**config.mk**
```make
export PLATFORM = sky130hd
export DESIGN_NAME = psc_core
export DESIGN_NICKNAME = d
export VERILOG_FILES = /design/src/core/psc_pkg.sv /design/src/core/psc_core.sv
export VERILOG_INCLUDE_DIRS = /design/src /design/src/core
export SDC_FILE = /design/constraint.sdc
export NUM_CORES = 1
export LEC_CHECK = 0
export BUFFER_PORTS_ARGS = -buffer_cell sky130_fd_sc_hd__buf_4
export CORE_UTILIZATION = 45
export CTS_CLUSTER_DIAMETER = 40
export CTS_CLUSTER_SIZE = 12
export DETAILED_ROUTE_END_ITERATION = 8
export PLACE_DENSITY = 0.69
export SYNTH_ARGS = -nofsm -noshare
export SYNTH_HDL_FRONTEND = slang
export SYNTH_SLANG_ARGS = --single-unit
```
**constraint.sdc**
```tcl
create_clock -name sys_clk -period 2.19 [get_ports sys_clk]
set_input_delay 0.1095 -clock sys_clk [delete_from_list [all_inputs] [get_ports sys_clk]]
set_output_delay 0.1095 -clock sys_clk [all_outputs]
set_load 0.1 [all_outputs]
```
**src/core/psc_map.svh**
```systemverilog
/*
  Constants of the program level system control block: instruction codes,
  internal register codes, internal interrupt bits, reset values, timing.
  Assumes a 16-bit instruction word as seen by the CPU decode stage.
*/
`ifndef PSC_MAP_SVH
`define PSC_MAP_SVH

// Basic I/O transfer: top five bits of the word, address in bits 10..0
`define PSC_OP_IOX_TOP    5'h1D
`define PSC_OP_IO_TRANSFER_WIDE_OP       16'hD10D
`define PSC_OP_OPERATOR_COMM_OP      16'hD100
`define PSC_OP_IRQ_OFF    16'hD101
`define PSC_OP_IRQ_ON     16'hD102
`define PSC_OP_PAGE_OFF   16'hD104
`define PSC_OP_WIDE_SET   16'hD106
`define PSC_OP_WIDE_CLR   16'hD107
`define PSC_OP_PAGE_ON    16'hD108
`define PSC_OP_BOTH_ON    16'hD10A
`define PSC_OP_BOTH_OFF   16'hD10B
// Wait: top byte, low byte is a free number
`define PSC_OP_WAIT_TOP   8'hD2
// Identify, one code per vectored level
`define PSC_OP_IDENT10    16'hC784
`define PSC_OP_IDENT11    16'hC789
`define PSC_OP_IDENT12    16'hC792
`define PSC_OP_IDENT13    16'hC7A3
// Accumulator transfers: top byte, sub-op in bits 7..6, register in 3..0
`define PSC_OP_XFER_TOP   8'hD0
`define PSC_SUB_READ      2'h0
`define PSC_SUB_WRITE     2'h1
`define PSC_SUB_MCLR      2'h2
`define PSC_SUB_MSET      2'h3

// Internal register codes
`define PSC_RC_PCR        4'h3
`define PSC_RC_PVL        4'h4
`define PSC_RC_IIX        4'h5
`define PSC_RC_PID        4'h6
`define PSC_RC_PIE        4'h7

// Internal interrupt enable bits and codes
`define PSC_IIE_PRIV_BIT  4
`define PSC_IIE_IOX_BIT   7
`define PSC_IIC_PRIV      4'h4
`define PSC_IIC_IOX       4'h7
`define PSC_LVL_INTERNAL  14

// Reset values
`define PSC_MASK_RESET    16'h0000

// Timing
`define PSC_CLK_NS          100
`define PSC_IO_STROBE_NS    500
`define PSC_IO_STROBE_CYC   ((`PSC_IO_STROBE_NS + `PSC_CLK_NS - 1) / `PSC_CLK_NS)
`define PSC_IDENT_WIN_NS    2000
`define PSC_IDENT_WIN_CYC   (`PSC_IDENT_WIN_NS / `PSC_CLK_NS)

`endif

```
**src/core/psc_pkg.sv**
```systemverilog
/*
  Types of the program level system control block.
  Assumes psc_map.svh for all numeric constants.
*/
package psc_pkg;

  // Sequencer states
  typedef enum logic [2:0] {
    PSC_IDLE   = 3'b000,
    PSC_IOSTRB = 3'b001,
    PSC_IDWAIT = 3'b010,
    PSC_HALTED = 3'b011
  } psc_fsm_t;

  // Instruction handed over by decode
  typedef struct packed {
    logic        valid;
    logic [15:0] word;
    logic [15:0] aReg;
    logic [15:0] tReg;
  } psc_instr_t;

  // Whole state of the block
  typedef struct packed {
    psc_fsm_t    fsm;
    logic [15:0] enMask;
    logic [15:0] reqFlags;
    logic [3:0]  curLevel;
    logic [3:0]  prevLevel;
    logic        irqOn;
    logic        pagingOn;
    logic        wideAddr;
    logic        runLamp;
    logic [15:0] paging_control_reg;
    logic [15:0] internal_irq_enable;
    logic [3:0]  internal_irq_code;
    logic [7:0]  cnt;
    logic        ioStrobe;
    logic [15:0] ioAddr;
    logic [15:0] ioData;
    logic        identReq;
    logic [1:0]  identLevel;
    logic        done;
    logic        aWe;
    logic [15:0] aOut;
    logic        opcomEvent;
    logic        privFault;
    logic [4:0]  extS1;
    logic [4:0]  extS2;
    logic        idvS1;
    logic        idvS2;
    logic [8:0]  idcS1;
    logic [8:0]  idcS2;
    logic        btnS1;
    logic        btnS2;
    logic        btnPrev;
  } psc_state_t;

endpackage : psc_pkg

```
**src/core/psc_core.sv**
```systemverilog
/*
  Program level system control: I/O transfer strobes, 16-level priority
  selection, vectored identify, paging and wide address controls, operator
  communication and wait. Assumes decode holds an instruction until done,
  and that pins arriving from the bus are asynchronous to sys_clk.
*/
// Behaviour
// RULE1 - Basic transfer addresses from instruction bits 10..0
// RULE2 - Wide transfer takes 16-bit address from T
// RULE3 - System control instructions need privileged state
// RULE4 - Sixteen levels, fifteen highest, zero lowest
// RULE5 - Fixed level roles: fast, internal, vectored, programs
// RULE6 - Hardware may request only levels 15, 13..10
// RULE7 - Enable mask software only; requests both
// RULE8 - Running level is highest enabled requested level
// RULE9 - Reset clears both masks, level zero
// RULE10 - Enable resumes at top level, lamp lit
// RULE11 - Disable freezes level, lamp off
// RULE12 - Four identify codes for levels 10..13
// RULE13 - Identify returns nine-bit code, upper bits zero
// RULE14 - No answer: A kept, level 14 error
// RULE15 - Slot order picks device; line holds
// RULE16 - Paging on applies table from control register
// RULE17 - Paging off only in rings 3, 2
// RULE18 - Combined ops switch paging and interrupts together
// RULE19 - Wide mode selects 24-bit, status bit 13
// RULE20 - Operator op equals pressing panel button
// RULE21 - Wait with interrupts off halts, lamp off
// RULE22 - Wait with interrupts on gives up level
// RULE23 - Masked clear and set by A ones
// RULE24 - Unprivileged attempt suppressed, raises level 14
`include "psc_map.svh"
`timescale 1ns/100ps
`default_nettype none

module psc_core (
  input  wire logic              sys_clk,
  input  wire logic              srst,
  input  wire psc_pkg::psc_instr_t instr,      // Instruction from decode
  input  wire logic              privMode,     // Ring 2/3 or stop mode
  input  wire logic [1:0]        ringBits,     // Current ring
  input  wire logic              consoleResume,// Exclamation typed, one cycle
  input  wire logic [4:0]        extReq,       // Pins: levels 10..13 and 15
  input  wire logic              identValid,   // Pin: device answers identify
  input  wire logic [8:0]        identCode,    // Pin: answering device code
  input  wire logic              opcomButton,  // Pin: front panel button
  output logic                   done,         // Instruction finished
  output logic                   aWe,          // Write aOut to A
  output logic [15:0]            aOut,
  output logic                   ioStrobe,     // Device register select
  output logic [15:0]            ioAddr,
  output logic [15:0]            ioData,
  output logic                   identReq,
  output logic [1:0]             identLevel,   // 0..3 for levels 10..13
  output logic [3:0]             curLevel,
  output logic [3:0]             prevLevel,
  output logic [15:0]            levelEnableMask,
  output logic [15:0]            levelRequestFlags,
  output logic                   irqLamp,
  output logic                   runLamp,
  output logic                   pagingOn,
  output logic [15:0]            pageTableSel,
  output logic                   wideAddr,     // Also status bit 13
  output logic                   opcomEvent,
  output logic                   privFault
);

  psc_pkg::psc_state_t st_q;   // Registered state
  psc_pkg::psc_state_t st_d;   // Next state

  // Reset image: masks clear, level zero, lamp on
  localparam psc_pkg::psc_state_t PSC_RST = '{fsm: psc_pkg::PSC_IDLE,
    enMask: `PSC_MASK_RESET, reqFlags: `PSC_MASK_RESET, runLamp: 1'b1, default: '0};

  // Highest set bit, zero when none
  function automatic logic [3:0] pscHighest(input logic [15:0] v);
    logic [3:0] r;
    r = 4'h0;
    for (int i = 0; i < 16; i++) begin
      if (v[i]) begin
        r = 4'(i);
      end
    end
    return r;
  endfunction : pscHighest

  logic [15:0] hiSrc;     // Eligible levels
  logic [3:0]  hiPend;    // Winner among them
  logic [15:0] hwSet;     // Synchronised external requests
  logic        take;      // Instruction accepted this cycle
  logic [15:0] w;         // Shorthand for the word
  logic        isIox;
  logic        isIoxt;
  logic        isIdent;
  logic        isWait;
  logic        isXfer;
  logic        isCtl;
  logic        isSys;
  logic [1:0]  idSel;

  assign hiSrc  = st_q.enMask & st_q.reqFlags;
  assign hiPend = pscHighest(hiSrc); // RULE8 RULE4
  // Only 15 and 13..10 have pins; 14 is internal, 9..0 software
  assign hwSet  = {st_q.extS2[4], 1'b0, st_q.extS2[3:0], 10'h000}; // RULE6 RULE5
  assign take   = (st_q.fsm == psc_pkg::PSC_IDLE) && instr.valid;
  assign w      = instr.word;

  // Decode
  assign isIox   = w[15:11] == `PSC_OP_IOX_TOP;
  assign isIoxt  = w == `PSC_OP_IO_TRANSFER_WIDE_OP;
  assign isIdent = (w == `PSC_OP_IDENT10) || (w == `PSC_OP_IDENT11) ||
                   (w == `PSC_OP_IDENT12) || (w == `PSC_OP_IDENT13); // RULE12
  assign isWait  = w[15:8] == `PSC_OP_WAIT_TOP;
  assign isXfer  = (w[15:8] == `PSC_OP_XFER_TOP) && (w[5:4] == 2'h0);
  assign isCtl   = (w == `PSC_OP_OPERATOR_COMM_OP) || (w == `PSC_OP_IRQ_OFF) ||
                   (w == `PSC_OP_IRQ_ON) || (w == `PSC_OP_PAGE_OFF) ||
                   (w == `PSC_OP_WIDE_SET) || (w == `PSC_OP_WIDE_CLR) ||
                   (w == `PSC_OP_PAGE_ON) || (w == `PSC_OP_BOTH_ON) ||
                   (w == `PSC_OP_BOTH_OFF);
  // Every op handled here is privileged; monitor call lives elsewhere
  assign isSys   = isIox || isIoxt || isIdent || isWait || isXfer || isCtl;
  assign idSel   = (w == `PSC_OP_IDENT10) ? 2'h0 :
                   (w == `PSC_OP_IDENT11) ? 2'h1 :
                   (w == `PSC_OP_IDENT12) ? 2'h2 : 2'h3;

  // Next-state logic
  always_comb begin
    logic [15:0] intSet;
    intSet = 16'h0000;
    st_d = st_q;
    st_d.done       = 1'b0;
    st_d.aWe        = 1'b0;
    st_d.privFault  = 1'b0;
    // Synchronisers: stage one only feeds stage two
    st_d.extS1   = extReq;
    st_d.extS2   = st_q.extS1;
    st_d.idvS1   = identValid;
    st_d.idvS2   = st_q.idvS1;
    st_d.idcS1   = identCode;
    st_d.idcS2   = st_q.idcS1;
    st_d.btnS1   = opcomButton;
    st_d.btnS2   = st_q.btnS1;
    st_d.btnPrev = st_q.btnS2;
    // Panel button edge; the instruction joins below
    st_d.opcomEvent = st_q.btnS2 && !st_q.btnPrev;
    // Level follows the masks only while interrupts are on
    if (st_q.irqOn) begin
      st_d.curLevel = hiPend; // RULE8 RULE10
    end // else held: RULE11

    unique case (st_q.fsm)
      psc_pkg::PSC_IDLE: begin
        if (take) begin
          if (isSys && !privMode) begin
            // Suppressed, internal interrupt instead
            st_d.privFault = 1'b1; // RULE3 RULE24
            st_d.done      = 1'b1;
            st_d.internal_irq_code       = `PSC_IIC_PRIV;
            st_d.prevLevel = st_q.curLevel;
            intSet[`PSC_LVL_INTERNAL] = 1'b1; // RULE24
          end else if (isIox || isIoxt) begin
            // Strobe length fixed by the bus timing constant
            st_d.ioAddr   = isIoxt ? instr.tReg : {5'h00, w[10:0]}; // RULE1 RULE2
            st_d.ioData   = instr.aReg;
            st_d.ioStrobe = 1'b1;
            st_d.cnt      = 8'(`PSC_IO_STROBE_CYC - 1);
            st_d.fsm      = psc_pkg::PSC_IOSTRB;
          end else if (isIdent) begin
            st_d.identReq   = 1'b1;
            st_d.identLevel = idSel; // RULE12
            st_d.cnt        = 8'(`PSC_IDENT_WIN_CYC - 1);
            st_d.fsm        = psc_pkg::PSC_IDWAIT;
          end else if (isWait) begin
            if (!st_q.irqOn) begin
              // Programmed stop until console resume
              st_d.runLamp = 1'b0; // RULE21
              st_d.fsm     = psc_pkg::PSC_HALTED;
            end else begin
              // Give up priority; level zero wait is a no-op
              if (st_q.curLevel != 4'h0) begin
                st_d.reqFlags[st_q.curLevel] = 1'b0; // RULE22
              end
              st_d.done = 1'b1;
            end
          end else if (isXfer) begin
            st_d.done = 1'b1;
            unique case (w[7:6])
              `PSC_SUB_READ: begin
                st_d.aWe = 1'b1;
                // Codes other than PID, PIE, PVL and IIX read as zero
                unique case (w[3:0])
                  `PSC_RC_PID: st_d.aOut = st_q.reqFlags;
                  `PSC_RC_PIE: st_d.aOut = st_q.enMask;
                  `PSC_RC_PVL: st_d.aOut = {12'h000, st_q.prevLevel};
                  `PSC_RC_IIX: st_d.aOut = {12'h000, st_q.internal_irq_code};
                  default:     st_d.aOut = 16'h0000;
                endcase
              end
              `PSC_SUB_WRITE: begin
                if (w[3:0] == `PSC_RC_PID) st_d.reqFlags = instr.aReg; // RULE7
                if (w[3:0] == `PSC_RC_PIE) st_d.enMask = instr.aReg; // RULE7
                if (w[3:0] == `PSC_RC_IIX) st_d.internal_irq_enable = instr.aReg;
                if (w[3:0] == `PSC_RC_PCR) st_d.paging_control_reg = instr.aReg;
              end
              `PSC_SUB_MCLR: begin
                if (w[3:0] == `PSC_RC_PID) st_d.reqFlags = st_q.reqFlags & ~instr.aReg; // RULE23
                if (w[3:0] == `PSC_RC_PIE) st_d.enMask = st_q.enMask & ~instr.aReg; // RULE23
              end
              `PSC_SUB_MSET: begin
                if (w[3:0] == `PSC_RC_PID) st_d.reqFlags = st_q.reqFlags | instr.aReg; // RULE23
                if (w[3:0] == `PSC_RC_PIE) st_d.enMask = st_q.enMask | instr.aReg; // RULE23
              end
            endcase
          end else if (isCtl) begin
            st_d.done = 1'b1;
            if ((w == `PSC_OP_IRQ_ON) || (w == `PSC_OP_BOTH_ON)) begin
              st_d.irqOn = 1'b1; // RULE10 RULE18
            end
            if ((w == `PSC_OP_IRQ_OFF) || (w == `PSC_OP_BOTH_OFF)) begin
              st_d.irqOn = 1'b0; // RULE11 RULE18
            end
            if ((w == `PSC_OP_PAGE_ON) || (w == `PSC_OP_BOTH_ON)) begin
              st_d.pagingOn = 1'b1; // RULE16 RULE18
            end
            if ((w == `PSC_OP_PAGE_OFF) || (w == `PSC_OP_BOTH_OFF)) begin
              if (ringBits[1]) begin
                // Protection drops with paging
                st_d.pagingOn = 1'b0; // RULE17
              end else begin
                // Low rings may not leave paging
                st_d.privFault = 1'b1; // RULE17
                st_d.internal_irq_code       = `PSC_IIC_PRIV;
                st_d.prevLevel = st_q.curLevel;
                intSet[`PSC_LVL_INTERNAL] = 1'b1;
              end
            end
            if (w == `PSC_OP_WIDE_SET) st_d.wideAddr = 1'b1; // RULE19
            if (w == `PSC_OP_WIDE_CLR) st_d.wideAddr = 1'b0; // RULE19
            if (w == `PSC_OP_OPERATOR_COMM_OP) st_d.opcomEvent = 1'b1; // RULE20
          end else begin
            // Not ours: release decode at once
            st_d.done = 1'b1;
          end
        end
      end
      psc_pkg::PSC_IOSTRB: begin
        if (st_q.cnt == 8'h00) begin
          st_d.ioStrobe = 1'b0;
          st_d.done     = 1'b1;
          st_d.fsm      = psc_pkg::PSC_IDLE;
        end else begin
          st_d.cnt = st_q.cnt - 8'h01;
        end
      end
      psc_pkg::PSC_IDWAIT: begin
        if (st_q.idvS2 && (st_q.cnt < 8'(`PSC_IDENT_WIN_CYC - 2))) begin
          // Slot order chose it; first two cycles may echo the last answer
          st_d.aOut     = {7'h00, st_q.idcS2}; // RULE13 RULE15
          st_d.aWe      = 1'b1;
          st_d.identReq = 1'b0;
          st_d.done     = 1'b1;
          st_d.fsm      = psc_pkg::PSC_IDLE;
        end else if (st_q.cnt == 8'h00) begin
          // Nobody answered: A untouched
          st_d.identReq = 1'b0; // RULE14
          st_d.done     = 1'b1;
          st_d.fsm      = psc_pkg::PSC_IDLE;
          if (st_q.internal_irq_enable[`PSC_IIE_IOX_BIT]) begin
            st_d.internal_irq_code       = `PSC_IIC_IOX;
            st_d.prevLevel = st_q.curLevel;
            intSet[`PSC_LVL_INTERNAL] = 1'b1; // RULE14
          end
        end else begin
          st_d.cnt = st_q.cnt - 8'h01;
        end
      end
      psc_pkg::PSC_HALTED: begin
        if (consoleResume) begin
          st_d.runLamp = 1'b1; // RULE21
          st_d.done    = 1'b1;
          st_d.fsm     = psc_pkg::PSC_IDLE;
        end
      end
      default: st_d.fsm = psc_pkg::PSC_IDLE;
    endcase
    // Hardware sets applied last so they beat a software clear
    st_d.reqFlags = st_d.reqFlags | hwSet | intSet; // RULE7 RULE15
  end

  // State register
  always_ff @(posedge sys_clk) begin
    if (srst) begin
      st_q <= PSC_RST; // RULE9
    end else begin
      st_q <= st_d;
    end
  end

  // Outputs, all straight from the state register
  assign done              = st_q.done;
  assign aWe               = st_q.aWe;
  assign aOut              = st_q.aOut;
  assign ioStrobe          = st_q.ioStrobe;
  assign ioAddr            = st_q.ioAddr;
  assign ioData            = st_q.ioData;
  assign identReq          = st_q.identReq;
  assign identLevel        = st_q.identLevel;
  assign curLevel          = st_q.curLevel;
  assign prevLevel         = st_q.prevLevel;
  assign levelEnableMask   = st_q.enMask;
  assign levelRequestFlags = st_q.reqFlags;
  assign irqLamp           = st_q.irqOn;
  assign runLamp           = st_q.runLamp;
  assign pagingOn          = st_q.pagingOn;
  assign pageTableSel      = st_q.paging_control_reg;
  assign wideAddr          = st_q.wideAddr;
  assign opcomEvent        = st_q.opcomEvent;
  assign privFault         = st_q.privFault;
endmodule : psc_core

`default_nettype wire

```
==> impl_metrics.tcl <==
set metrics [dict create \
    critical_path_class "flop to flop" \
    rows 49 \
    port_buffers 185 \
    wirelength_um 24900 \
    critical_path.max_stage_delay_ns 0.52 \
    die_x_um 138 \
    yosys_warnings 0 \
    fmax_ghz 0.423 \
    grt-ovfl-total 0 \
    wl_per_cell_um 17.3 \
    place_ws_ns -0.179 \
    drv_slew 0 \
    endpoint_kind "flop" \
    multiInputGateArea_sq_um 4070 \
    power.share.switching 0.240 \
    seqPwrFrac 0.448 \
    drive_above_1_share 0.302 \
    hold_class "input pin to flop" \
    p_comb_frac 0.092 \
    finalPower_uw 6760 \
    cp_max_fo 3 \
    cp.arrival_ns 2.68 \
    power.density_nw_per_um2 624 \
    failed_checks "setup timing" \
    placed_area_sq_um 9660 \
    grt_pass1_wl_um 37800 \
    area_delta_synth_final_pct 30.5 \
    coreArea_sq_um 18000 \
    firstDrtPassIters 5 \
    postSynthAreaPerCell_sq_um 8.15 \
    grt_max_degree 161 \
    dp_hpwl_um 17200 \
    clkLatencyLatePin_ns 0.43 \
    synth-seq-cells 163 \
    hold_violations 0 \
    synth_cell_type_count 78 \
    worst_slew_pin_slew_ns 0.684 \
    ant_nets 0 \
    layout.filler_cells 1622 \
    synth_fp_nets 1091 \
    remaining_drc_errors 0 \
    start_util 0.461 \
    stdcell_count 1435 \
    stdcell_area_sq_um 10800 \
    ys_seq_area_frac 0.393 \
    p_int_uw 5140 \
    final_net_count 1266 \
    crit_top_cell "buf_6" \
    finClkSkew_ns 0.00909 \
    gp_congestion 0.919 \
    finalSetupViolCount 16 \
    grt_pass1_vias 7075 \
    finalWorstSetupSlack_ns -0.176 \
    p_clk_frac 0.460 \
    antenna_cells 0 \
    crit_path_start_kind "flop" \
    reg2regPathDepth 9 \
    switching_power_uw 1620 \
    netlist_area_sq_um 8300 \
    cts_max_level 4 \
    die_area_sq_um 19000 \
    cts_buffers 17 \
    clk_path_buf_depth 2 \
    period_share 1.08 \
    ir_drop_v 0.000552 \
    root_buffer "clkbuf_16" \
    placedCellCount 1357 \
    critPathTopFamily "simple AND/OR/NAND/NOR gates" \
    via_count 7888 \
    fin_crit_ns 2.37 \
    crit_chain "inv_2 -> ha_4 -> or4b_4 -> buf_4 -> buf_6 -> or4_4 -> buf_6 -> a32oi_2 -> o21ai_1" \
    path_depth 9 \
    slew_headroom 0.544 \
    status "finished with violations" \
    layout.area.seq_sq_um 3270 \
    synthArstFlopShare 0 \
    drtIter0Drc 657 \
    min_path_cells 3 \
    dieHeight_um 138 \
    synth-edff-count 0 \
    syn_inst 1019 \
    ios 187 \
    path_clk_slew_ns 0.06 \
    slowest_stage "or4_4" \
    ys.flop_type "dfxtp_1" \
    leakagePower_uw 0.00429 \
    antenna_found_initial 0 \
    crit_required_ns 2.50 \
    critPathBufInv 4 \
    max_cap_viol_count 0 \
    clkSinkCount 163 \
    viasPerCell 5.50 \
    tritoncts "built" \
    grt_use_total 0.263 \
    rsz0062_at_grt "yes" \
]
## registers in the layout, indices dropped and copies added (netlist names), 4 cells and up
register / cells
aOut: 16
hwSet: 5
levelRequestFlags: 16
pageTableSel: 16
st_d: 17
st_q: 25
curLevel: 4
ioData: 16
levelEnableMask: 16
ioAddr: 16
prevLevel: 4
## final timing paths
path                                   to  slack (ns)      from
worst max register to register  st_q[177]       -0.18  st_q[89]
worst min-delay path            ioAddr[5]        0.01  instr[5]
worst min register to register  hwSet[11]        0.43  st_d[24]
worst max-delay path            st_q[177]       -0.18  st_q[89]
## synth_stat cells, types with 3 or more instances
| cell type | n | area (sq um) |
|---|---|---|
| o31ai_1 | 15 | 113 |
| nand2_1 | 134 | 503 |
| a32oi_1 | 4 | 35.0 |
| o21ai_1 | 3 | 15.0 |
| nand4_1 | 8 | 50.1 |
| a221oi_1 | 6 | 52.6 |
| dfxtp_1 | 163 | 3260 |
| and4_1 | 4 | 35.0 |
| mux4_2 | 3 | 67.6 |
| or2_2 | 5 | 31.3 |
| o22ai_1 | 4 | 25.0 |
| o211ai_1 | 4 | 30.0 |
| o2bb2ai_1 | 4 | 35.0 |
| clkbuf_1 | 45 | 169 |
| nand3b_1 | 8 | 60.1 |
| nor2_1 | 80 | 300 |
| a21oi_1 | 94 | 470 |
| a31oi_1 | 11 | 68.8 |
| nor4_1 | 6 | 37.5 |
| a22oi_1 | 27 | 203 |
| xor2_1 | 4 | 35.0 |
| a311oi_1 | 6 | 52.6 |
| mux2i_1 | 6 | 60.1 |
| mux2_2 | 3 | 33.8 |
| buf_4 | 106 | 796 |
| nand3_1 | 15 | 75.1 |
| nor2b_1 | 57 | 357 |
| a211oi_1 | 14 | 105 |
| a21o_1 | 3 | 22.5 |
| and3_1 | 6 | 37.5 |
| o21ai_0 | 53 | 265 |
| inv_1 | 9 | 33.8 |
| nor3_1 | 21 | 105 |
| and2_1 | 6 | 37.5 |
| nand2b_1 | 13 | 81.3 |
| or4_1 | 4 | 30.0 |
| buf_2 | 10 | 50.1 |
| or3_1 | 6 | 37.5 |
## cell type report
cell class                      count  area share
Multi-Input combinational cell    681       0.376
Sequential cell                   163       0.302
Timing Repair Buffer              321       0.236
Clock buffer                       20      0.0422
Inverter                           10     0.00347
Tap cell                          229      0.0265
Clock inverter                     11      0.0142
## logic make-up (layout without fill, tap and decap cells)
group	Yosys count	count (layout)	synth area share
XOR/XNOR	4	4	0.00422
buffers and inverters	175	362	0.130
adder cells (fa/ha/maj)	1	1	0.00151
other	1	1	0.000452
AND/OR/NAND/NOR	390	390	0.238
multiplexers	12	12	0.0194
AO/OA/AOI/OAI	273	273	0.213
flip-flops	163	163	0.393
## metal layers
layer	GRT usage	up-vias	wire length, um
met4	0.0960	0	495
li1	-	3833	-
met3	0.0692	47	2110
met5	0	-	0
met1	0.343	3707	10800
met2	0.415	301	11500
## metrics by stage
step                      hold WS, ns  setup TNS, ns  utilization
final                          0.0126          -1.62        0.601
after global routing           0.0146          -3.15        0.601
after CTS                     0.00378         -0.552        0.596
after detailed placement        0.324          -1.47        0.536
after global placement          0.321         -0.821        0.536
after floorplan                 0.218              0            -
## power by group through the flow
stage / Sequential (uW) / Clock, uW / Combinational, uW
final: 3030 / 3110 / 624
after global routing: 3030 / 3290 / 667
after CTS: 3020 / 3140 / 611
after detailed placement: 3090 / 0 / 548
after global placement: 3090 / 0 / 546
after floorplan: 3090 / 0 / 287
## layout by cell type, fill, tap and decap left out, drive strengths merged, types with 6 or more instances in the layout
cell / instances
a211oi: 14
a21oi: 94
a221oi: 6
a22oi: 27
a311oi: 6
a31oi: 13
and2: 6
and3: 6
buf: 280
clkbuf: 20
dfxtp: 163
dlygate4sd3: 41
inv: 11
mux2i: 6
nand2: 136
nand2b: 13
nand3: 15
nand3b: 8
nand4: 8
nor2: 80
nor2b: 57
nor3: 21
nor4: 8
o21ai: 57
o31ai: 15
or3: 7
## worst min-delay path, cell delays in order
cell and delay [ns]:
buf_4 0.11, a21oi_1 0.11, a211oi_1 0.07
## timing repair
action                     4_1_cts  5_1_grt
hold endpoints to repair        76        0
gates resized for setup         10       16
hold buffers                    41        0
cloned                           0        0
pin swaps                        0        3
setup buffers                    3        3
setup endpoints to repair       13       66
(Power assumes the default switching activity.)
